==> config.mk <==
export PLATFORM = sky130hd
export DESIGN_NAME = bdi_irq_regs
export DESIGN_NICKNAME = d
export VERILOG_FILES = /design/src/rtl/bdi_pkg.sv /design/src/rtl/bdi_w1_bank.sv /design/src/rtl/bdi_irq_regs.sv
export VERILOG_INCLUDE_DIRS = /design/src /design/src/rtl
export SDC_FILE = /design/constraint.sdc
export NUM_CORES = 1
export LEC_CHECK = 0
export ABC_AREA = 1
export BUFFER_PORTS_ARGS = -buffer_cell sky130_fd_sc_hd__buf_2
export CELL_PAD_IN_SITES_DETAIL_PLACEMENT = 1
export CELL_PAD_IN_SITES_GLOBAL_PLACEMENT = 1
export CORE_MARGIN = 2
export CORE_UTILIZATION = 40
export DETAILED_ROUTE_END_ITERATION = 8
export PLACE_DENSITY_LB_ADDON = 0.1
export RECOVER_POWER = 25
export SLEW_MARGIN = 20
export SYNTH_ARGS = -nofsm -noshare
export SYNTH_HDL_FRONTEND = slang
export SYNTH_SLANG_ARGS = --single-unit
==> constraint.sdc <==
create_clock -name SYS_CLK -period 2.9 [get_ports SYS_CLK]
set_input_delay 0.435 -clock SYS_CLK [delete_from_list [all_inputs] [get_ports SYS_CLK]]
set_output_delay 0.435 -clock SYS_CLK [all_outputs]
set_load 0.005 [all_outputs]
==> src/rtl/bdi_params.svh <==
// Offsets, field positions and reset values of the doorbell interrupt block
// How it works
// - Page-boundary mask bit 0 lets its request interrupt; 1 suppresses it.
// - Both page-boundary masks reset to the printed value 0FFFFFFFh.
// - Ones written to clear view low half clear primary request bits.
// - Ones written to clear view high half clear secondary request bits.
// - Clear and set views read request bits; all requests reset to zero.
// - Ones written to set view low half set primary request bits.
// - Ones written to set view high half set secondary request bits.
// - Ones written to primary clear-mask clear those bits; reads show mask.
// - Clear-mask 0 permits clearing, 1 blocks it; resets to all ones.
// - Secondary clear-mask gates secondary clearing the same way.
// - Last-doubleword page transfer sets page request, raising secondary IRQ.
// - Set-mask 0 permits setting a request, 1 blocks it; resets ones.
`ifndef BDI_PARAMS_SVH
`define BDI_PARAMS_SVH

// ----------------------------------------------------------------------
// Register offsets
// ----------------------------------------------------------------------
`define BDI_OFS_PB_REQ_LO  8'h58
`define BDI_OFS_PB_REQ_HI  8'h5C
`define BDI_OFS_PB_MASK_LO 8'h60
`define BDI_OFS_PB_MASK_HI 8'h64
`define BDI_OFS_REQ_CLEAR  8'h70
`define BDI_OFS_REQ_SET    8'h74
`define BDI_OFS_CLR_GATE   8'h78
`define BDI_OFS_SET_GATE   8'h7C

// ----------------------------------------------------------------------
// Field positions
// ----------------------------------------------------------------------
`define BDI_PRI_MSB 15
`define BDI_PRI_LSB 0
`define BDI_SEC_MSB 31
`define BDI_SEC_LSB 16

// ----------------------------------------------------------------------
// Reset values
// ----------------------------------------------------------------------
`define BDI_RST_PB_MASK  32'h0FFFFFFF
`define BDI_RST_PB_REQ   32'h00000000
`define BDI_RST_REQ      16'h0000
`define BDI_RST_GATE     16'hFFFF

`endif

==> src/rtl/bdi_pkg.sv <==
// Shared types of the doorbell interrupt block
package bdi_pkg;
  typedef logic [7:0]  bdi_addr_t;
  typedef logic [31:0] bdi_word_t;
  typedef logic [15:0] bdi_half_t;
endpackage : bdi_pkg

==> src/rtl/bdi_w1_bank.sv <==
// Bank of sticky bits with per-bit set and clear strobes
`timescale 1ns/1ps
module bdi_w1_bank #(
  parameter int             W   = 16,
  parameter logic [W-1:0]   RST = '0
) (
  input  wire logic         clk,
  input  wire logic         rst_n,
  input  wire logic [W-1:0] set_i,
  input  wire logic [W-1:0] clr_i,
  output logic      [W-1:0] q
);
  // ----------------------------------------------------------------------
  // Storage
  // ----------------------------------------------------------------------
  // Set beats clear so an event in the clearing cycle is never lost
  always_ff @(posedge clk) begin
    if (!rst_n) begin
      q <= RST;
    end else begin
      q <= (q & ~clr_i) | set_i;
    end
  end
endmodule : bdi_w1_bank

==> src/rtl/bdi_irq_regs.sv <==
// Doorbell and page-boundary interrupt registers of the bridge
`timescale 1ns/1ps
`include "bdi_params.svh"
module bdi_irq_regs (
  input  wire logic        SYS_CLK,
  input  wire logic        RESETN,
  input  wire logic        CSR_WR,
  input  wire logic        CSR_RD,
  input  wire logic [7:0]  CSR_ADDR,
  input  wire logic [31:0] CSR_WDATA,
  input  wire logic [31:0] PB_HIT_LO,
  input  wire logic [31:0] PB_HIT_HI,
  input  wire logic [31:0] SET_GATE_OPEN,
  output logic      [31:0] CSR_RDATA,
  output logic             CSR_RVALID,
  output logic             PRI_IRQ,
  output logic             SEC_IRQ,
  output logic             LEGACY_INTERRUPT_A_N
);
  // ----------------------------------------------------------------------
  // Address decode
  // ----------------------------------------------------------------------
  function automatic logic hit(input bdi_pkg::bdi_addr_t a,
                               input bdi_pkg::bdi_addr_t ofs);
    hit = (a == ofs);
  endfunction : hit

  logic wr_pbr_lo;
  logic wr_pbr_hi;
  logic wr_pbm_lo;
  logic wr_pbm_hi;
  logic wr_clr;
  logic wr_set;
  logic wr_cgate;
  logic wr_sgate;

  assign wr_pbr_lo = CSR_WR && hit(CSR_ADDR, `BDI_OFS_PB_REQ_LO);
  assign wr_pbr_hi = CSR_WR && hit(CSR_ADDR, `BDI_OFS_PB_REQ_HI);
  assign wr_pbm_lo = CSR_WR && hit(CSR_ADDR, `BDI_OFS_PB_MASK_LO);
  assign wr_pbm_hi = CSR_WR && hit(CSR_ADDR, `BDI_OFS_PB_MASK_HI);
  assign wr_clr    = CSR_WR && hit(CSR_ADDR, `BDI_OFS_REQ_CLEAR);
  assign wr_set    = CSR_WR && hit(CSR_ADDR, `BDI_OFS_REQ_SET);
  assign wr_cgate  = CSR_WR && hit(CSR_ADDR, `BDI_OFS_CLR_GATE);
  assign wr_sgate  = CSR_WR && hit(CSR_ADDR, `BDI_OFS_SET_GATE);

  // ----------------------------------------------------------------------
  // State
  // ----------------------------------------------------------------------
  bdi_pkg::bdi_word_t pb_req_lo;
  bdi_pkg::bdi_word_t pb_req_hi;
  bdi_pkg::bdi_word_t pb_mask_lo;
  bdi_pkg::bdi_word_t pb_mask_hi;
  bdi_pkg::bdi_word_t req;
  bdi_pkg::bdi_word_t clr_gate;
  bdi_pkg::bdi_word_t set_gate;
  bdi_pkg::bdi_word_t req_set;
  bdi_pkg::bdi_word_t req_clr;

  // Both halves share one word: low primary, high secondary
  assign req_set = wr_set ? (CSR_WDATA & ~set_gate) : '0;
  assign req_clr = wr_clr ? (CSR_WDATA & ~clr_gate) : '0;

  bdi_w1_bank #(.W(32), .RST(`BDI_RST_PB_REQ)) u_pbr_lo (
    .clk   (SYS_CLK),
    .rst_n (RESETN),
    .set_i (PB_HIT_LO),
    .clr_i (wr_pbr_lo ? CSR_WDATA : '0),
    .q     (pb_req_lo)
  );
  bdi_w1_bank #(.W(32), .RST(`BDI_RST_PB_REQ)) u_pbr_hi (
    .clk   (SYS_CLK),
    .rst_n (RESETN),
    .set_i (PB_HIT_HI),
    .clr_i (wr_pbr_hi ? CSR_WDATA : '0),
    .q     (pb_req_hi)
  );
  // Mask bits can only be opened by software; reset closes bits 27:0 again
  bdi_w1_bank #(.W(32), .RST(`BDI_RST_PB_MASK)) u_pbm_lo (
    .clk   (SYS_CLK),
    .rst_n (RESETN),
    .set_i ('0),
    .clr_i (wr_pbm_lo ? CSR_WDATA : '0),
    .q     (pb_mask_lo)
  );
  bdi_w1_bank #(.W(32), .RST(`BDI_RST_PB_MASK)) u_pbm_hi (
    .clk   (SYS_CLK),
    .rst_n (RESETN),
    .set_i ('0),
    .clr_i (wr_pbm_hi ? CSR_WDATA : '0),
    .q     (pb_mask_hi)
  );
  bdi_w1_bank #(.W(32), .RST({`BDI_RST_REQ, `BDI_RST_REQ})) u_req (
    .clk   (SYS_CLK),
    .rst_n (RESETN),
    .set_i (req_set),
    .clr_i (req_clr),
    .q     (req)
  );
  bdi_w1_bank #(.W(32), .RST({`BDI_RST_GATE, `BDI_RST_GATE})) u_cgate (
    .clk   (SYS_CLK),
    .rst_n (RESETN),
    .set_i ('0),
    .clr_i (wr_cgate ? CSR_WDATA : '0),
    .q     (clr_gate)
  );
  // Software can only close the set gate; opening comes from the side port
  bdi_w1_bank #(.W(32), .RST({`BDI_RST_GATE, `BDI_RST_GATE})) u_sgate (
    .clk   (SYS_CLK),
    .rst_n (RESETN),
    .set_i (wr_sgate ? CSR_WDATA : '0),
    .clr_i (SET_GATE_OPEN),
    .q     (set_gate)
  );

  // ----------------------------------------------------------------------
  // Read port
  // ----------------------------------------------------------------------
  always_ff @(posedge SYS_CLK) begin
    if (!RESETN) begin
      CSR_RDATA  <= 32'h00000000;
      CSR_RVALID <= 1'b0;
    end else begin
      CSR_RVALID <= CSR_RD;
      if (!CSR_RD) begin
        CSR_RDATA <= 32'h00000000;
      end else begin
        case (CSR_ADDR)
          `BDI_OFS_PB_REQ_LO:  CSR_RDATA <= pb_req_lo;
          `BDI_OFS_PB_REQ_HI:  CSR_RDATA <= pb_req_hi;
          `BDI_OFS_PB_MASK_LO: CSR_RDATA <= pb_mask_lo;
          `BDI_OFS_PB_MASK_HI: CSR_RDATA <= pb_mask_hi;
          `BDI_OFS_REQ_CLEAR:  CSR_RDATA <= req;
          `BDI_OFS_REQ_SET:    CSR_RDATA <= req;
          `BDI_OFS_CLR_GATE:   CSR_RDATA <= clr_gate;
          `BDI_OFS_SET_GATE:   CSR_RDATA <= set_gate;
          default:             CSR_RDATA <= 32'h00000000;
        endcase
      end
    end
  end

  // ----------------------------------------------------------------------
  // Interrupt outputs
  // ----------------------------------------------------------------------
  logic pri_any;
  logic sec_any;
  logic pb_any;

  assign pb_any  = (|(pb_req_lo & ~pb_mask_lo))
                 | (|(pb_req_hi & ~pb_mask_hi));
  assign pri_any = |req[`BDI_PRI_MSB:`BDI_PRI_LSB];
  assign sec_any = |req[`BDI_SEC_MSB:`BDI_SEC_LSB] | pb_any;

  // Registered so the pins never glitch while the sources change
  always_ff @(posedge SYS_CLK) begin
    if (!RESETN) begin
      PRI_IRQ              <= 1'b0;
      SEC_IRQ              <= 1'b0;
      LEGACY_INTERRUPT_A_N <= 1'b1;
    end else begin
      PRI_IRQ              <= pri_any;
      SEC_IRQ              <= sec_any;
      LEGACY_INTERRUPT_A_N <= ~sec_any;
    end
  end

  // ----------------------------------------------------------------------
  // Assertions
  // ----------------------------------------------------------------------
  bdi_pkg::bdi_word_t set_eff;
  bdi_pkg::bdi_word_t clr_eff;
  bdi_pkg::bdi_word_t held;
  bdi_pkg::bdi_word_t cg_wr;
  logic               pb_open;

  assign set_eff = CSR_WDATA & ~set_gate;
  assign clr_eff = CSR_WDATA & ~clr_gate;
  assign held    = req & clr_gate;
  assign cg_wr   = CSR_WDATA;
  assign pb_open = |(pb_req_lo & ~pb_mask_lo);

  a_pb_mask_gate: assert property (@(posedge SYS_CLK) disable iff (!RESETN)
    pb_open |=> SEC_IRQ && !LEGACY_INTERRUPT_A_N)
    else $error("unmasked page request gave no secondary interrupt");
  a_pb_mask_reset: assert property (@(posedge SYS_CLK) disable iff (!RESETN)
    $rose(RESETN) |-> pb_mask_lo == 32'h0FFFFFFF
      && pb_mask_hi == 32'h0FFFFFFF)
    else $error("page mask reset value wrong");
  a_pri_clear_ones: assert property (@(posedge SYS_CLK) disable iff (!RESETN)
    wr_clr |=> (req[15:0] & $past(clr_eff[15:0])) == 16'h0000)
    else $error("primary request bit survived a clear");
  a_sec_clear_ones: assert property (@(posedge SYS_CLK) disable iff (!RESETN)
    wr_clr |=> (req[31:16] & $past(clr_eff[31:16])) == 16'h0000)
    else $error("secondary request bit survived a clear");
  a_req_reset_zero: assert property (@(posedge SYS_CLK) disable iff (!RESETN)
    $rose(RESETN) |-> req == 32'h00000000 && !PRI_IRQ)
    else $error("request bits not zero after reset");
  a_pri_set_ones: assert property (@(posedge SYS_CLK) disable iff (!RESETN)
    wr_set |=> (req[15:0] & $past(set_eff[15:0]))
      == $past(set_eff[15:0])
      ##1 PRI_IRQ || $past(set_eff[15:0], 2) == 16'h0000)
    else $error("primary set did not take effect");
  a_sec_set_ones: assert property (@(posedge SYS_CLK) disable iff (!RESETN)
    wr_set |=> (req[31:16] & $past(set_eff[31:16]))
      == $past(set_eff[31:16]))
    else $error("secondary set did not take effect");
  a_clr_gate_write: assert property (@(posedge SYS_CLK) disable iff (!RESETN)
    wr_cgate |=> (clr_gate & $past(cg_wr)) == 32'h00000000)
    else $error("clear-mask bit not cleared by write");
  a_clr_gate_block: assert property (@(posedge SYS_CLK) disable iff (!RESETN)
    wr_clr |=> (req & $past(held)) == $past(held))
    else $error("gated request bit was cleared");
  a_set_gate_block: assert property (@(posedge SYS_CLK) disable iff (!RESETN)
    wr_set && set_gate == 32'hFFFFFFFF && req == 32'h00000000
      |=> req == 32'h00000000)
    else $error("closed set gate let a request through");
  a_pb_hit_sets: assert property (@(posedge SYS_CLK) disable iff (!RESETN)
    PB_HIT_LO != 32'h00000000 |=> (pb_req_lo & $past(PB_HIT_LO))
      == $past(PB_HIT_LO))
    else $error("page hit did not set its request");
  a_irq_idle_low: assert property (@(posedge SYS_CLK) disable iff (!RESETN)
    !pri_any && !sec_any |=> !PRI_IRQ && !SEC_IRQ)
    else $error("interrupt held with no pending request");
endmodule : bdi_irq_regs

After elaboration in Yosys (flattened, before gate mapping)
Cells that the tools add are included.
{ "op_classes": {"mux": 9, "n_reduce_logical": 14, "eq_ne": 8, "bitwise": 29} }
{ "ops": {"columns": ["operator", "n"], "rows": [
  ["$and 32x32->32", 11],
  ["$not 32->32", 11],
  ["$mux 32", 8],
  ["$pmux 32 s7", 1],
  ["$or 32x32->32", 4],
  ["$eq 8x7->1 const B", 8],
  ["$reduce_or 32->1", 2],
  ["$reduce_or 16->1", 2],
  ["$logic_and 1x1->1", 8],
  ["$or 1x1->1", 2],
  ["$reduce_and 2->1", 1],
  ["$reduce_or 2->1", 1],
  ["$not 1->1", 1]
]} }
{ "totals": {"register_bits": 260, "output_inout_bits": 36, "elab_cells": 72, "input_bits": 140} }

Longest topological paths before layout
{ "logic_depth": {"word_depth": 6, "depth_mapped": 10, "mapped_depth_nobuf": 9} }

Hierarchy
Synthesis repeated with hierarchy kept, for this count alone.
{ "hier_totals": {"hier_cells": 2163, "area_unflattened_um2": 13545.5} }
{ "by_module_without_submodules": {"columns": ["module", "instances", "cells_each", "area_per_inst_um2", "seq_area_each_um2"], "rows": [
  ["bdi_irq_regs", 1, 1071, 5039.8, 720.7],
  ["bdi_w1_bank (u_pbr_hi ...)", 3, 164, 1311.3, 640.6],
  ["bdi_w1_bank (u_cgate ...)", 2, 164, 1192.4, 640.6],
  ["bdi_w1_bank (u_pbm_hi ...)", 2, 136, 1093.5, 640.6]
]} }

Least setup slack after synthesis
OpenSTA, ideal clock, no wires.
{ "synth_timing": {"kind": "input port to flip-flop", "startpoint": "in CSR_ADDR[7]", "endpoint": "reg u_pbr_lo.q[10]", "path_buffers": 1, "stages": 9, "arrival_ps": 1509, "setup_ps": 128, "path_slack_ps": 1263, "required_time_ps": 2772, "path_cell_list": "inv_1 -> nand2_1 -> nor3_4 -> nand2_1 -> nor2_1 -> buf_2 -> nand2_1 -> a21oi_1 -> nor2_1"} }
{ "synth_between": {"elab_chain_len": 6} }
{ "synth_rtl": {"columns": ["element", "line_no", "rtl"], "rows": [
  ["start, declared", "bdi_irq_regs.sv:9", "input wire logic [7:0] CSR_ADDR,"],
  ["$eq 8x7->1", "bdi_irq_regs.sv:25", "hit = (a == ofs);"],
  ["$logic_and 1x1->1", "bdi_irq_regs.sv:37", "assign wr_pbr_lo = CSR_WR && hit(CSR_ADDR, `BDI_OFS_PB_REQ_LO);"],
  ["$mux 32", "bdi_irq_regs.sv:67", ".clr_i (wr_pbr_lo ? CSR_WDATA : '0),"],
  ["$not 32->32", "bdi_w1_bank.sv:21", "q <= (q & ~clr_i) | set_i;"],
  ["$and 32x32->32", "bdi_w1_bank.sv:21", null],
  ["$or 32x32->32", "bdi_w1_bank.sv:21", null],
  ["end signal, assigned", "bdi_w1_bank.sv:21", null],
  ["end, declared", "bdi_w1_bank.sv:11", "output logic [W-1:0] q"]
]} }
No other way between the ends.
A chain may end at the register's enable or synchronous reset.

Final worst setup path
{ "layout_timing": {"startpoint": "in CSR_ADDR[7]", "endpoint": "reg u_pbr_hi.q[15]"} }
{ "layout_between": {"elab_chain_len": 6} }
{ "layout_rtl": {"columns": ["element", "line_no", "rtl"], "rows": [
  ["$eq 8x7->1", "bdi_irq_regs.sv:25", null],
  ["$logic_and 1x1->1", "bdi_irq_regs.sv:38", "assign wr_pbr_hi = CSR_WR && hit(CSR_ADDR, `BDI_OFS_PB_REQ_HI);"],
  ["$mux 32", "bdi_irq_regs.sv:74", ".clr_i (wr_pbr_hi ? CSR_WDATA : '0),"],
  ["$not 32->32", "bdi_w1_bank.sv:21", null],
  ["$and 32x32->32", "bdi_w1_bank.sv:21", null],
  ["$or 32x32->32", "bdi_w1_bank.sv:21", null],
  ["end signal, assigned", "bdi_w1_bank.sv:21", null],
  ["end, declared", "bdi_w1_bank.sv:11", null]
]} }
No other way between the ends.

==> results.yml <==
die:
  die-area_sq_um: 29700
  start_util_pct: 40.7
  core-area_sq_um: 27900
  boundaryPins: 176
  chipWidth_um: 172
  num_rows: 61
  die-height_um: 172
layout:
  syn_to_final_growth_pct: 19.5
  diodes: 0
  layout_commonest_cell: "nand2_1"
  post-route-util_pct: 48.6
  fin_cells: 2200
  nFillCells: 3688
  final_area_sq_um: 13500
  drive_gt1_share_pct: 15.1
  nNetsFinal: 1942
  final_cell_mix: "344 x nand2_1, 260 x dfxtp_1, 241 x nand3_1, 189 x nor2_1, 155 x inv_1"
power:
  p_total_uw: 7910
  irDropWorstVdd_v: 0.000412
  power_density_nw_per_um2: 585
  p_leak_uw: 0.00625
placed_design:
  dp_hpwl_um: 28300
  io_buffers: 175
  dpl.cell_count: 2149
  place_area_sq_um: 12700
  globalplace.congestion: 0.805
sta:
  hold_viol: 0
  timing.final.setup_violations: 0
  rsz0062_at_grt: "no"
  period_share_pct: 76.8
  slew_headroom_pct: 41.7
  setup_tns_ns: 0
  skew_ns: 0.00872
  finalMaxSlewViolations: 0
  fmax_ghz: 0.449
  worst_pin_slew_ns: 0.873
  fin_crit_ns: 2.23
critical_path:
  critPathArrivalTime_ns: 2.65
  crit_path_end_kind: "register"
  cp-startpoint: "CSR_ADDR[7]"
  cp-start-kind: "primary input"
  slowest_stage: "nor3_1"
  worstPathRequired_ns: 3.33
  worstPathMaxFanout: 9
  crit_top_cell: "nand2_1"
  timing.rr.start: "u_req.q[30]"
  ff2ff_setup_slack_ns: 1.32
  crit_end: "u_pbr_hi.q[15]"
  criticalPathCategory: "in -> reg"
  worst-path-buf-inv: 4
  path_cells: "buf_2, inv_1, nand2_1, nor3_1, nand2_1, clkbuf_1, nor2_2, clkbuf_1, nand2_1, a21oi_1, nor2_1"
  r2r_cells: 8
  cpPeakStageDelay_ns: 0.52
  cp_num_cells: 11
  r2r-end: "SEC_IRQ"
  path_delay_family: "simple AND/OR/NAND/NOR gates"
yosys:
  synth-seq-cells: 260
  yosys.area.top_type: "dfxtp_1"
  netlist.area_leader.share_pct: 46.0
  syn_inst: 1649
  yosys-top-cells-area: "dfxtp_1 46%, nand2_1 11%, nand3_1 11%"
  synth.distinct_cells: 23
  synth.avg_cell_area_sq_um: 6.87
  yosysWarnings: 0
  yosysSeqAreaShare_pct: 46.0
  synth_area_sq_um: 11300
  synth_fp_nets: 1789
drt:
  wl_met3_um: 2480
  vias_per_cell: 5.40
  drc: 0
  wl_um: 42900
  highest_layer: "met4"
  wl_per_cell_um: 19.5
  route.met2.wl_um: 19500
  m1WireLength_um: 20200
  drt_iter0_markers: 863
  antenna_left: 0
  dr.pass1.iters: 5
  vias: 11871
worst_hold_path:
  hold_path.class: "in -> reg"
global_routing:
  overflow: 0
  antenna_found_initial: 0
  grt_max_degree: 94
  grt_pass1_wl_um: 65600
  grt_pass1_vias: 11762
  grt.total_usage_pct: 28.8
clock_tree:
  cts_resized: 0
  cts_tree: "yes"
  cts-hold-fix-buffers: 0
  cts.clk_slew.worst_paths_ns: 0.06
  cts_sinks: 260
  clock_latency_ns: 0.55
  root_buffer: "clkbuf_16"
  postCtsSetupRepairBufs: 0
  htreeDepth: 1
  numCtsBuffers: 29
  clock_path_buffers: 3
flow_run:
  drv.max_cap_violation_count: 0
outcome:
  outcome: "finished clean"
power by group:
group          switching, uW  leakage, uW  internal, uW
Clock                   1530     0.000472          2160
Sequential              83.8      0.00213          3670
Combinational            319      0.00364           155
layer usage:
layer,global-route usage (%),vias up
met3,3.91,68
li1,-,5651
met5,0,-
met1,40.3,5758
met4,6.61,0
met2,47.1,394
state kept, by name, indices dropped and copies added, names as in the netlist, 32 cells and up:
name        count
u_pbr_lo.q     32
u_pbr_hi.q     32
CSR_RDATA      32
u_pbm_hi.q     32
u_req.q        32
u_sgate.q      32
u_pbm_lo.q     32
u_cgate.q      32
per-stage QoR:
| stage | hold WS (ns) | worst slack (ns) |
|---|---|---|
| after floorplan | 0.428 | 1.26 |
| after global placement | 0.442 | 0.559 |
| after detailed placement | 0.448 | 0.423 |
| after CTS | 0.0346 | 1.05 |
| after global routing | 0.0334 | 0.430 |
| final | 0.0477 | 0.672 |
kinds of logic after synthesis:
family                 Yosys count  share of synthesized area (%)
buffers and inverters          249                           8.67
flip-flops                     260                           46.0
AND/OR/NAND/NOR                847                           32.3
AO/OA/AOI/OAI                  293                           13.1
cells in the mapped netlist (all sizes together):
cell,number
inv,157
nand3,241
nor3,11
nand4,21
a21oi,144
o21ai,143
nor4,2
dfxtp,260
or2,30
nor2,198
nand2,344
buf,33
o22ai,1
clkbuf,59
o211ai,5
area by class of cell:
type | count | area [sq um] | area share, %
clock buffers | 38 | 820 | 6.06
flip-flops and latches | 260 | 5200 | 38.5
well taps | 378 | 473 | 3.49
repair buffers | 214 | 1150 | 8.53
multi-input cells | 1140 | 5160 | 38.2
clock inverters | 13 | 125 | 0.924
inverters | 157 | 592 | 4.37
worst min-delay path by stage:
stage	start	depth (start not counted)	slack [ns]	end
finish	SET_GATE_OPEN[19]	2	0.05	u_sgate.q[19]
global placement	u_pbm_hi.q[31]	2	0.44	u_pbm_hi.q[31]
global route	SET_GATE_OPEN[19]	2	0.03	u_sgate.q[19]
detailed placement	u_cgate.q[22]	2	0.45	u_cgate.q[22]
CTS	SET_GATE_OPEN[19]	2	0.03	u_sgate.q[19]
floorplan	u_pbm_hi.q[31]	2	0.43	u_pbm_hi.q[31]
worst reg2reg max path, cell delays in order (launching register included):
cell	delay [ns]
dfxtp_1	0.33
nor2_1	0.15
nand2_1	0.10
nor2_1	0.19
nand2_1	0.08
nor2_1	0.18
nand3_1	0.18
nor2_1	0.19
nor2_1	0.06
No activity file was read; power rests on OpenSTA's default activity.
